$ cat config.mk
export PLATFORM = sky130hd
export DESIGN_NAME = cbcs_cpu_end_flat
export DESIGN_NICKNAME = d
export VERILOG_FILES = /design/src/cbcs_pkg.sv /design/src/cbcs_bus_if.sv /design/src/cbcs_cpu_end.sv /design/src/cbcs_queue.sv /design/src/flat_wrapper.sv
export SDC_FILE = /design/constraint.sdc
export NUM_CORES = 1
export LEC_CHECK = 0
export BUFFER_PORTS_ARGS = -buffer_cell sky130_fd_sc_hd__buf_2
export CAP_MARGIN = 10
export CORE_MARGIN = 1.5
export CORE_UTILIZATION = 40
export CTS_CLUSTER_DIAMETER = 100
export CTS_CLUSTER_SIZE = 16
export DETAILED_ROUTE_END_ITERATION = 7
export PLACE_DENSITY_LB_ADDON = 0.3
export SLEW_MARGIN = 20
export SYNTH_ARGS = -nofsm -noshare
export SYNTH_HDL_FRONTEND = slang
export SYNTH_SLANG_ARGS = --single-unit
$ cat constraint.sdc
create_clock -name clk -period 6.1 [get_ports clk]
set_input_delay 0.305 -clock clk [delete_from_list [all_inputs] [get_ports clk]]
set_output_delay 0.305 -clock clk [all_outputs]
set_load 0.03 [all_outputs]
$ cat src/cbcs_pkg.sv
/*
  Shared constants and types for the bus cycle sequencer and its far end.
  Assumes one clock and an active-low asynchronous reset on both ends.
*/
`default_nettype none
package cbcs_pkg;
  localparam int unsigned QUEUE_DEPTH = 4;
  localparam logic [1:0] QPTR_ONE = 2'h1;
  localparam logic [2:0] QCNT_ONE = 3'h1;
  localparam logic [2:0] QCNT_FULL = 3'h4;
  // Memory/IO select: high means I/O, low means memory
  localparam logic IO_SEL_IO = 1'b1;
  localparam logic IO_SEL_MEM = 1'b0;
  // Coded status {s2,s1,s0}
  localparam logic [2:0] ST_INTERRUPT_ACK_STROBE = 3'h0;
  localparam logic [2:0] ST_IORD = 3'h1;
  localparam logic [2:0] ST_IOWR = 3'h2;
  localparam logic [2:0] ST_HALT = 3'h3;
  localparam logic [2:0] ST_CODE = 3'h4;
  localparam logic [2:0] ST_MRD = 3'h5;
  localparam logic [2:0] ST_MWR = 3'h6;
  localparam logic [2:0] ST_IDLE = 3'h7;
  // Requests from the execution side
  localparam logic [1:0] REQ_READ = 2'h0;
  localparam logic [1:0] REQ_WRITE = 2'h1;
  localparam logic [1:0] REQ_INTERRUPT_ACK_STROBE = 2'h2;
  localparam logic [1:0] REQ_HALT = 2'h3;
  localparam logic [7:0] BYTE_ZERO = 8'h00;
  localparam logic [15:0] ADDR_ZERO = 16'h0000;
  localparam logic [9:0] VEC_ZERO = 10'h000;
  localparam logic [15:0] PF_START = 16'h0000;
  typedef enum logic [3:0] {
    CBCS_TI, CBCS_T1, CBCS_T2, CBCS_T3, CBCS_TW, CBCS_T4, CBCS_HW, CBCS_HH
  } cbcs_state_t;
endpackage : cbcs_pkg
`default_nettype wire

$ cat src/cbcs_bus_if.sv
/*
  Local bus between the sequencer and the memory/peripheral end.
  Assumes the bench resolves the shared byte lanes from the enables.
*/
`default_nettype none
interface cbcs_bus_if;
  logic [7:0] ad_out;
  logic ad_oe_n;
  logic [7:0] ad_in;
  logic [7:0] upper_address_out;
  logic ale;
  logic rd_n;
  logic wr_n;
  logic io_sel;
  logic interrupt_ack_strobe_n;
  logic transceiver_direction;
  logic data_buffer_enable_n;
  logic min_mode_status_zero_n;
  logic [2:0] cycle_status;
  logic ready;
  modport cpu (output ad_out, ad_oe_n, upper_address_out, ale, rd_n, wr_n,
    io_sel, interrupt_ack_strobe_n, transceiver_direction,
    data_buffer_enable_n, min_mode_status_zero_n, cycle_status,
    input ad_in, ready);
  modport mem (input ad_out, ad_oe_n, upper_address_out, ale, rd_n, wr_n,
    io_sel, interrupt_ack_strobe_n, cycle_status, output ad_in, ready);
endinterface : cbcs_bus_if
`default_nettype wire

$ cat src/cbcs_cpu_end.sv
/*
  Bus interface unit: sequences T1..T4 and Tw, drives min-mode strobes or
  max-mode coded status, keeps the prefetch queue topped up.
  Assumes the memory end answers ready and data as the bus rules say.
*/
`default_nettype none
// How it works
// - ALE pulse in T1, address on bus
// - Upper address held whole cycle
// - Memory/IO select driven T1 through T4
// - Read floats bus, strobe late in T2
// - Far end drives data while read low
// - Min mode drives direction and buffer enable
// - Write data from T2 through T4
// - Write strobe held T2, T3, Tw
// - Write strobe active at start T2
// - Acknowledge like read, bus left floating
// - Two acknowledges, type byte times four
// - Max mode emits three status lines
// - External controller makes strobes in max mode
// - System disables transceiver for local controller
// - Sixteen-bit operand as two byte cycles
// - Prefetch queue holds four bytes
// - Prefetch when one byte free
// - Min mode status zero output
// - Select high means I/O
// - Halt ALE delayed one clock
// - No upper byte enable output
// - Strap high direct strobes, low status
module cbcs_cpu_end
  import cbcs_pkg::*;
(
  input wire logic clk,
  input wire logic reset_n,
  cbcs_bus_if.cpu bus,
  input wire logic bus_style_strap,
  input wire logic req_valid,
  input wire logic [1:0] req_kind,
  input wire logic req_io,
  input wire logic req_word,
  input wire logic [15:0] req_addr,
  input wire logic [15:0] req_wdata,
  input wire logic q_pop,
  input wire logic q_flush,
  output logic req_ready,
  output logic done,
  output logic [15:0] rdata,
  output logic [9:0] vector_ptr,
  output logic [7:0] q_head,
  output logic q_empty
);
  cbcs_state_t st_q;
  logic strap_q;
  logic [1:0] kind_q;
  logic io_q;
  logic word_q;
  logic second_q;
  logic prefetch_q;
  logic [15:0] addr_q;
  logic [15:0] wdata_q;
  logic [15:0] pf_addr_q;
  logic [7:0] ad_out_q;
  logic ad_oe_n_q;
  logic [7:0] upper_q;
  logic ale_q;
  logic rd_n_q;
  logic wr_n_q;
  logic io_sel_q;
  logic interrupt_ack_strobe_n_q;
  logic dtr_q;
  logic den_n_q;
  logic ss0_n_q;
  logic [2:0] cstat_q;
  logic req_ready_q;
  logic done_q;
  logic [15:0] rdata_q;
  logic [9:0] vec_q;
  logic q_push;
  logic [2:0] q_count;
  logic [7:0] q_head_w;
  logic is_min;
  logic rd_like;
  logic [2:0] code;
  logic [7:0] cur_wd;
  logic take_req;
  logic take_pf;
  logic start_t1;
  logic [1:0] n_kind;
  logic n_io;
  logic n_pf;
  logic [15:0] n_addr;

  assign is_min = strap_q;
  assign rd_like = (kind_q == REQ_READ) || (kind_q == REQ_INTERRUPT_ACK_STROBE);
  assign cur_wd = second_q ? wdata_q[15:8] : wdata_q[7:0];
  // Data is only on the bus while the strobe is low, so take it at ready
  assign q_push = (st_q == CBCS_T3 || st_q == CBCS_TW) && bus.ready
    && prefetch_q;
  assign take_req = (st_q == CBCS_TI) && req_valid && !req_ready_q;
  assign take_pf = (st_q == CBCS_TI) && !req_valid && q_count < QCNT_FULL
    && !q_flush;
  assign start_t1 = (take_req && !(req_kind == REQ_HALT && strap_q))
    || take_pf || st_q == CBCS_HW
    || (st_q == CBCS_T4 && !second_q && (word_q || kind_q == REQ_INTERRUPT_ACK_STROBE));

  // Pins for the next T1 come from what is being taken, not from old state
  always_comb begin
    n_kind = kind_q;
    n_io = io_q;
    n_pf = prefetch_q;
    n_addr = addr_q;
    if (take_req) begin
      n_kind = req_kind;
      n_io = req_io;
      n_pf = 1'b0;
      n_addr = req_addr;
    end else if (take_pf) begin
      n_kind = REQ_READ;
      n_io = 1'b0;
      n_pf = 1'b1;
      n_addr = pf_addr_q;
    end else if (st_q == CBCS_T4) begin
      n_addr = addr_q + 16'h0001;
    end
  end

  always_comb begin
    case (n_kind)
      REQ_INTERRUPT_ACK_STROBE: code = ST_INTERRUPT_ACK_STROBE;
      REQ_HALT: code = ST_HALT;
      REQ_WRITE: code = n_io ? ST_IOWR : ST_MWR;
      default: code = n_pf ? ST_CODE : (n_io ? ST_IORD : ST_MRD);
    endcase
  end

  cbcs_queue u_queue (
    .clk(clk),
    .reset_n(reset_n),
    .flush(q_flush),
    .push(q_push),
    .push_data(bus.ad_in),
    .pop(q_pop),
    .head_data(q_head_w),
    .count(q_count)
  );

  // Strap sampled on every clock, under reset as well as after its release
  always_ff @(posedge clk) begin
    strap_q <= bus_style_strap;
  end

  // Sequencer; demand requests beat prefetch
  always_ff @(posedge clk or negedge reset_n) begin
    if (!reset_n) begin
      st_q <= CBCS_TI;
      kind_q <= REQ_READ;
      io_q <= 1'b0;
      word_q <= 1'b0;
      second_q <= 1'b0;
      prefetch_q <= 1'b0;
      addr_q <= ADDR_ZERO;
      wdata_q <= ADDR_ZERO;
      pf_addr_q <= PF_START;
      req_ready_q <= 1'b0;
      done_q <= 1'b0;
      rdata_q <= ADDR_ZERO;
      vec_q <= VEC_ZERO;
    end else begin
      req_ready_q <= 1'b0;
      done_q <= 1'b0;
      if (q_flush) begin
        pf_addr_q <= addr_q;
      end
      case (st_q)
        CBCS_TI: begin
          if (req_valid && !req_ready_q) begin
            req_ready_q <= 1'b1;
            kind_q <= req_kind;
            io_q <= req_io;
            word_q <= req_word;
            second_q <= 1'b0;
            prefetch_q <= 1'b0;
            addr_q <= req_addr;
            wdata_q <= req_wdata;
            st_q <= (req_kind == REQ_HALT && strap_q) ? CBCS_HW : CBCS_T1;
          end else if (!req_valid && q_count < QCNT_FULL && !q_flush) begin
            kind_q <= REQ_READ;
            io_q <= 1'b0;
            word_q <= 1'b0;
            second_q <= 1'b0;
            prefetch_q <= 1'b1;
            addr_q <= pf_addr_q;
            st_q <= CBCS_T1;
          end
        end
        CBCS_HW: st_q <= CBCS_T1;
        CBCS_T1: st_q <= (kind_q == REQ_HALT) ? CBCS_HH : CBCS_T2;
        CBCS_HH: st_q <= CBCS_HH; // Left only by reset
        CBCS_T2: st_q <= CBCS_T3;
        CBCS_T3, CBCS_TW: begin
          st_q <= bus.ready ? CBCS_T4 : CBCS_TW;
          if (bus.ready && rd_like && !prefetch_q) begin
            if (second_q) begin
              rdata_q[15:8] <= bus.ad_in;
            end else begin
              rdata_q[7:0] <= bus.ad_in;
            end
          end
          if (bus.ready && kind_q == REQ_INTERRUPT_ACK_STROBE && second_q) begin
            vec_q <= {bus.ad_in, 2'b00};
          end
        end
        CBCS_T4: begin
          if (prefetch_q) begin
            pf_addr_q <= pf_addr_q + 16'h0001;
          end
          if (!second_q && (word_q || kind_q == REQ_INTERRUPT_ACK_STROBE)) begin
            second_q <= 1'b1;
            st_q <= CBCS_T1;
          end else begin
            if (!prefetch_q) begin
              done_q <= 1'b1;
            end
            st_q <= CBCS_TI;
          end
        end
        default: st_q <= CBCS_TI;
      endcase
    end
  end

  // Pin timing, registered one edge ahead of each T-state
  always_ff @(posedge clk or negedge reset_n) begin
    if (!reset_n) begin
      ad_out_q <= BYTE_ZERO;
      ad_oe_n_q <= 1'b1;
      upper_q <= BYTE_ZERO;
      ale_q <= 1'b0;
      rd_n_q <= 1'b1;
      wr_n_q <= 1'b1;
      io_sel_q <= IO_SEL_MEM;
      interrupt_ack_strobe_n_q <= 1'b1;
      dtr_q <= 1'b1;
      den_n_q <= 1'b1;
      ss0_n_q <= 1'b1;
      cstat_q <= ST_IDLE;
    end else begin
      ale_q <= 1'b0;
      case (st_q)
        CBCS_T1: begin
          // Entering T2
          ale_q <= 1'b0;
          if (kind_q == REQ_WRITE) begin
            ad_out_q <= cur_wd;
            ad_oe_n_q <= 1'b0;
            wr_n_q <= !is_min;
            den_n_q <= !is_min;
          end else begin
            ad_oe_n_q <= 1'b1;
          end
        end
        CBCS_T2: begin
          // Entering T3: read side strobes one phase later
          if (rd_like) begin
            rd_n_q <= !(is_min && kind_q == REQ_READ);
            interrupt_ack_strobe_n_q <= !(is_min && kind_q == REQ_INTERRUPT_ACK_STROBE);
            den_n_q <= !is_min;
          end
        end
        CBCS_T3, CBCS_TW: begin
          if (bus.ready) begin
            rd_n_q <= 1'b1;
            interrupt_ack_strobe_n_q <= 1'b1;
            wr_n_q <= 1'b1;
            cstat_q <= ST_IDLE;
          end
        end
        CBCS_T4: begin
          den_n_q <= 1'b1;
          ad_oe_n_q <= 1'b1;
        end
        default: ale_q <= 1'b0;
      endcase
      // Entering T1 from idle, from halt delay or between halves
      if (start_t1) begin
        ale_q <= is_min;
        upper_q <= n_addr[15:8];
        io_sel_q <= n_io ? IO_SEL_IO : IO_SEL_MEM;
        if (n_kind != REQ_INTERRUPT_ACK_STROBE) begin
          ad_out_q <= n_addr[7:0];
          ad_oe_n_q <= 1'b0;
        end
        dtr_q <= n_kind == REQ_WRITE;
        ss0_n_q <= !code[0];
        cstat_q <= is_min ? ST_IDLE : code;
      end
    end
  end

  assign bus.ad_out = ad_out_q;
  assign bus.ad_oe_n = ad_oe_n_q;
  assign bus.upper_address_out = upper_q;
  assign bus.ale = ale_q;
  assign bus.rd_n = rd_n_q;
  assign bus.wr_n = wr_n_q;
  assign bus.io_sel = io_sel_q;
  assign bus.interrupt_ack_strobe_n = interrupt_ack_strobe_n_q;
  assign bus.transceiver_direction = dtr_q;
  assign bus.data_buffer_enable_n = den_n_q;
  assign bus.min_mode_status_zero_n = ss0_n_q;
  assign bus.cycle_status = cstat_q;
  assign req_ready = req_ready_q;
  assign done = done_q;
  assign rdata = rdata_q;
  assign vector_ptr = vec_q;
  assign q_head = q_head_w;
  assign q_empty = q_count == 3'h0;
endmodule : cbcs_cpu_end
`default_nettype wire

$ cat src/cbcs_queue.sv
/*
  Four-byte instruction prefetch queue in flip-flops.
  Assumes push only when not full and pop only when not empty.
*/
`default_nettype none
module cbcs_queue
  import cbcs_pkg::*;
(
  input wire logic clk,
  input wire logic reset_n,
  input wire logic flush,
  input wire logic push,
  input wire logic [7:0] push_data,
  input wire logic pop,
  output logic [7:0] head_data,
  output logic [2:0] count
);
  logic [7:0] mem_q [QUEUE_DEPTH];
  logic [1:0] wr_q;
  logic [1:0] rd_q;
  logic [2:0] cnt_q;

  assign head_data = mem_q[rd_q];
  assign count = cnt_q;

  genvar gi;
  generate
    for (gi = 0; gi < QUEUE_DEPTH; gi++) begin : g_ent
      always_ff @(posedge clk or negedge reset_n) begin
        if (!reset_n) begin
          mem_q[gi] <= BYTE_ZERO;
        end else if (push && wr_q == 2'(gi)) begin
          mem_q[gi] <= push_data;
        end
      end
    end
  endgenerate

  always_ff @(posedge clk or negedge reset_n) begin
    if (!reset_n) begin
      wr_q <= '0;
      rd_q <= '0;
      cnt_q <= '0;
    end else if (flush) begin
      wr_q <= '0;
      rd_q <= '0;
      cnt_q <= '0;
    end else begin
      if (push) begin
        wr_q <= wr_q + QPTR_ONE;
      end
      if (pop) begin
        rd_q <= rd_q + QPTR_ONE;
      end
      if (push && !pop) begin
        cnt_q <= cnt_q + QCNT_ONE;
      end else if (pop && !push) begin
        cnt_q <= cnt_q - QCNT_ONE;
      end
    end
  end
endmodule : cbcs_queue
`default_nettype wire

$ cat src/flat_wrapper.sv
// flat-port wrapper written by rule: the top's interface ports become plain ports
module cbcs_cpu_end_flat import cbcs_pkg::*;
  (clk, reset_n, bus_style_strap, req_valid, req_kind, req_io, req_word, req_addr, req_wdata, q_pop, q_flush, req_ready, done, rdata, vector_ptr, q_head, q_empty, bus_ad_out, bus_ad_oe_n, bus_upper_address_out, bus_ale, bus_rd_n, bus_wr_n, bus_io_sel, bus_interrupt_ack_strobe_n, bus_transceiver_direction, bus_data_buffer_enable_n, bus_min_mode_status_zero_n, bus_cycle_status, bus_ad_in, bus_ready);
  cbcs_bus_if bus_i ();
  input wire logic clk;
  input wire logic reset_n;
  input wire logic bus_style_strap;
  input wire logic req_valid;
  input wire logic [1:0] req_kind;
  input wire logic req_io;
  input wire logic req_word;
  input wire logic [15:0] req_addr;
  input wire logic [15:0] req_wdata;
  input wire logic q_pop;
  input wire logic q_flush;
  output logic req_ready;
  output logic done;
  output logic [15:0] rdata;
  output logic [9:0] vector_ptr;
  output logic [7:0] q_head;
  output logic q_empty;
  output wire logic [$bits(bus_i.ad_out)-1:0] bus_ad_out;
  output wire logic [$bits(bus_i.ad_oe_n)-1:0] bus_ad_oe_n;
  output wire logic [$bits(bus_i.upper_address_out)-1:0] bus_upper_address_out;
  output wire logic [$bits(bus_i.ale)-1:0] bus_ale;
  output wire logic [$bits(bus_i.rd_n)-1:0] bus_rd_n;
  output wire logic [$bits(bus_i.wr_n)-1:0] bus_wr_n;
  output wire logic [$bits(bus_i.io_sel)-1:0] bus_io_sel;
  output wire logic [$bits(bus_i.interrupt_ack_strobe_n)-1:0] bus_interrupt_ack_strobe_n;
  output wire logic [$bits(bus_i.transceiver_direction)-1:0] bus_transceiver_direction;
  output wire logic [$bits(bus_i.data_buffer_enable_n)-1:0] bus_data_buffer_enable_n;
  output wire logic [$bits(bus_i.min_mode_status_zero_n)-1:0] bus_min_mode_status_zero_n;
  output wire logic [$bits(bus_i.cycle_status)-1:0] bus_cycle_status;
  input wire logic [$bits(bus_i.ad_in)-1:0] bus_ad_in;
  input wire logic [$bits(bus_i.ready)-1:0] bus_ready;
  assign bus_ad_out = bus_i.ad_out;
  assign bus_ad_oe_n = bus_i.ad_oe_n;
  assign bus_upper_address_out = bus_i.upper_address_out;
  assign bus_ale = bus_i.ale;
  assign bus_rd_n = bus_i.rd_n;
  assign bus_wr_n = bus_i.wr_n;
  assign bus_io_sel = bus_i.io_sel;
  assign bus_interrupt_ack_strobe_n = bus_i.interrupt_ack_strobe_n;
  assign bus_transceiver_direction = bus_i.transceiver_direction;
  assign bus_data_buffer_enable_n = bus_i.data_buffer_enable_n;
  assign bus_min_mode_status_zero_n = bus_i.min_mode_status_zero_n;
  assign bus_cycle_status = bus_i.cycle_status;
  assign bus_i.ad_in = bus_ad_in;
  assign bus_i.ready = bus_ready;
  cbcs_cpu_end u_core (.clk(clk), .reset_n(reset_n), .bus(bus_i), .bus_style_strap(bus_style_strap), .req_valid(req_valid), .req_kind(req_kind), .req_io(req_io), .req_word(req_word), .req_addr(req_addr), .req_wdata(req_wdata), .q_pop(q_pop), .q_flush(q_flush), .req_ready(req_ready), .done(done), .rdata(rdata), .vector_ptr(vector_ptr), .q_head(q_head), .q_empty(q_empty));
endmodule
==> impl_table.tex <==
\begin{tabular}{lr}
\hline
Metric & Value \\
\hline
\multicolumn{2}{l}{\textbf{Setup path}} \\
Classification of the worst setup path & reg2reg \\
CP Cell Sequence & nor2b\_4 -> nand2\_2 -> o221ai\_4 -> o21ai\_4 -> a211oi\_1 -> a21oi\_1 \\
Arrival time at the worst endpoint & 3.37 ns \\
RR Startpoint & u\_core.req\_ready \\
Type of origin of the critical path & flop \\
Source of the critical timing path & u\_core.req\_ready \\
Type of destination of the critical path & flop \\
Max stage delay cell, worst path & o221ai\_4 \\
Endpoint required time on the critical path & 6.39 ns \\
Largest fanout on the critical path & 33 \\
Max stage delay on crit path & $\sim$0.77 ns \\
\multicolumn{2}{l}{\textbf{STA}} \\
Smallest hold slack & 0.05953 ns \\
Final setup violating endpoints & 0 \\
Period utilization & 50.39\% \\
Total Neg Setup Slack & 0 ns \\
Worst Setup Slack, final & 3.026 ns \\
Min Tclk post-route & around 3.1 ns \\
Clock Skews & 0.01287 ns \\
Final number of max-transition violations & 0 \\
RSZ-0062 raised after global routing & false \\
Slew Limit Headroom & between 30\% and 40\% \\
Final-report hold violation count & 0 \\
Slew at the pin closest to its max-slew limit & between 0.9 and 1 ns \\
Fmax & around 330 MHz \\
\multicolumn{2}{l}{\textbf{Route}} \\
Wirelength per Cell & 17.51 µm \\
First-pass iteration count of the detailed router & 8 \\
Drt drc & 9 \\
DRT Wirelength & 18400 µm \\
Total vias in the final route & between 5000 and 6000 \\
First-iteration detailed-routing DRC count & roughly 360 \\
Count of nets left with antenna violations after detail routing & 0 \\
Average via count per standard cell & 5.421 \\
\multicolumn{2}{l}{\textbf{Logic synthesis}} \\
Synth Cell Area & 7472 µm² \\
Proportion of synthesized area in mux cells & 13.70\% \\
Seq cells post-synth & 151 \\
Post-Syn Instances & 710 \\
Ys async rst share & roughly 99\% \\
Ranking of synthesized cells by area & dfrtp\_1 47\%, mux2\_2 7.5\%, nand2\_1 5.8\% \\
Ys flop type & dfrtp\_1 \\
Post-Synth Simple-Gate Area & $\sim$16\% \\
Post-synth top area share & 46.89\% \\
Area share of xor/xnor cells in the synthesized design & 2.579\% \\
Sequential element share of the synthesized area & roughly half \\
Average instance area after synthesis & 10.52 µm² \\
Post-synth EDFFs & 0 \\
Number of library cell types mapped by synthesis & 71 \\
Combinational family with the most area after synthesis & simple AND/OR/NAND/NOR gates \\
Most instantiated cells after synthesis & 140 x dfrtp\_1, 115 x nand2\_1, 52 x nor2\_1 \\
Cell with the most instances after synthesis & dfrtp\_1 \\
Largest area contributor in the synthesized netlist & dfrtp\_1 \\
Total number of yosys warnings & 0 \\
Complex-gate fraction of the synthesized area & 12.68\% \\
Fraction of the mapped netlist area in adder cells & 1.273\% \\
\multicolumn{2}{l}{\textbf{Global route}} \\
Tot GR Track Use & about a fifth \\
Met1 Resource Use GR & 27.14\% \\
Maximum number of pins on one net before global-route repair & 82 \\
Vias in the first global route & 5420 \\
Global-route track usage on met3 & around 3.6\% \\
First-pass GRT wire length & 29440 µm \\
Total global routing overflow & 0 \\
Busiest grt layer & met2 \\
Met2 Use GR & 30.35\% \\
Initial antenna violation count & 0 \\
\multicolumn{2}{l}{\textbf{Floorplanning}} \\
Placeable core region & 18150 µm² \\
Number of ports placed on the die boundary & 116 \\
Starting density of the core & 41.17\% \\
Die extent in y & about 140 µm \\
Area enclosed by the die boundary & $\sim$20000 µm² \\
Placement row count & 49 \\
Horizontal die dimension & 139.7 µm \\
\multicolumn{2}{l}{\textbf{Layout}} \\
Total area of sequential cells & 3786 µm² \\
Fill cells & about 1700 \\
Area of the multi-input gates & roughly 3500 µm² \\
NumNets Final & 867 \\
Final Instance Count excl. Fillers & 1051 \\
Share of the core filled with cells in the final layout & 48.51\% \\
Antenna diode count & 0 \\
Share of layout cells above drive strength 1 & 29.20\% \\
Area delta synth->final & 17.82\% \\
Final design area excluding fillers & 8803 µm² \\
\multicolumn{2}{l}{\textbf{Clock tree}} \\
Insertion delay to the later sink of the worst-skew pair & 0.44 ns \\
Count of cells resized by post-cts repair & 0 \\
Clock tree from TritonCTS & yes \\
Clock-pin slew reported for the worst setup and hold paths after clock tree synthesis & 0.07 ns \\
H-tree level count & 4 \\
Hold\_buf cts & 2 \\
Buffer cell driving the clock tree root & clkbuf\_16 \\
Number of CTS-inserted buffers & 17 \\
\# clock sinks & 151 \\
Maximum buffer depth of the clock tree & 2 \\
Post-CTS setup buffer count & 0 \\
\multicolumn{2}{l}{\textbf{Hold path}} \\
Type of the most critical hold path & in2reg \\
Worst hold path startpoint & req\_wdata[2] \\
\multicolumn{2}{l}{\textbf{Status}} \\
Run status & finished, violations left \\
Violations in the final reports & design-rule violations \\
\multicolumn{2}{l}{\textbf{Placement}} \\
Post-Place Setup Slack & between 2 and 3 ns \\
Number of placed instances, taps included & 1017 \\
Sum of net half-perimeters after detailed placement & 12610 µm \\
Weighted congestion reported at the end of routability-driven placement & 0.8895 \\
Port bufs & $\sim$110 \\
Placement-stage cell area & 8165 µm² \\
\multicolumn{2}{l}{\textbf{Power and ir drop}} \\
Net switching share of the total power & 25.44\% \\
Cell internal pwr & 1.643 mW \\
IR drop worst, VDD & approximately 0.21 mV \\
Net Switching & 0.5606 mW \\
Power per unit of standard cell area & 250.3 nW/µm² \\
Relative contribution of the clock network to total power & 49.0\% \\
Leak Pwr & 4.285 nW \\
Power share of the combinational group & 4.3\% \\
Power, Total & 2.203 mW \\
Seq pwr share & a little under half \\
\multicolumn{2}{l}{\textbf{Flow run}} \\
Maximum Capacitance Violations & 0 \\
\hline
\end{tabular}
==> worst max-delay path: cells and delay by family, from the launching register on <==
family,cells,cell delay [ns]
compound gates,4,1.41
simple gates,2,1.10
flops,1,0.40
==> kinds of logic (layout without fill, tap and decap cells) <==
| logic type | count (synthesis) | after routing |
|---|---|---|
| compound gates | 146 | 146 |
| xor+xnor | 22 | 22 |
| fa+ha+maj | 7 | 7 |
| buf+inv | 54 | 165 |
| flops | 151 | 151 |
| mux | 85 | 85 |
| other cells | 1 | 2 |
| simple gates | 244 | 244 |
==> power by group through the flow <==
stage | registers [mW] | logic (mW) | clock network (mW)
2_1_floorplan | 1.04 | 0.0463 | 0
3_3_place_gp | 1.05 | 0.0949 | 0
3_5_place_dp | 1.05 | 0.0958 | 0
4_1_cts | 1.03 | 0.0972 | 1.10
5_1_grt | 1.03 | 0.108 | 1.14
6_report | 1.03 | 0.0952 | 1.08
==> flip-flops by register name, summed over array words and instances (netlist names), 3 cells and up <==
register                      cells
u_core.addr_q                    16
u_core.bus.upper_address_out      8
u_core.pf_addr_q                 16
u_core.u_queue.mem_q             32
u_core.wdata_q                   16
u_core.st_q                       3
u_core.u_queue.count              3
u_core.bus.cycle_status           3
u_core.vector_ptr                 8
u_core.bus.ad_out                 8
u_core.rdata                     16
==> final timing paths <==
check	end	slack, ns	depth (start not counted)
min reg2reg	u_core.wdata_q[10]	0.47	2
min in group asynchronous	u_core.io_q	0.49	2
max	u_core.bus.ad_out[3]	3.03	6
max reg2reg	u_core.bus.ad_out[3]	3.03	6
min	u_core.wdata_q[2]	0.06	3
max in group asynchronous	u_core.vector_ptr[2]	4.27	3
==> per-layer routing <==
metal	wire length (µm)	vias up
li1	-	2718
met1	8578	2811
met2	8735	149
met3	837	19
met4	246	0
met5	0	-
==> layout make-up <==
cell class / count / area share, %
Clock buffer: 18 / 4.989
Inverter: 17 / 0.7533
Multi-Input combinational cell: 506 / 39.30
Timing Repair Buffer: 116 / 6.808
Clock inverter: 14 / 1.890
Sequential cell: 151 / 43.01
Tap cell: 229 / 3.255
==> placed cells by master (no fill, tap or decap), types with 7 or more instances in the layout <==
cell and count:
nand2_1 115, dfstp_2 10, o22ai_1 8, buf_2 112
o211ai_1 10, dfrtp_1 140, inv_1 16, a211oi_1 7
nor3_1 9, nor2_1 52, inv_6 8, xnor2_1 9
a21oi_1 36, mux4_2 8, nand3_1 12, clkbuf_16 17
mux2i_1 19, and3_1 11, mux2_1 8, mux2_2 50
o21ai_0 47, xor2_1 13
Power figures use the tool's default switching activity.
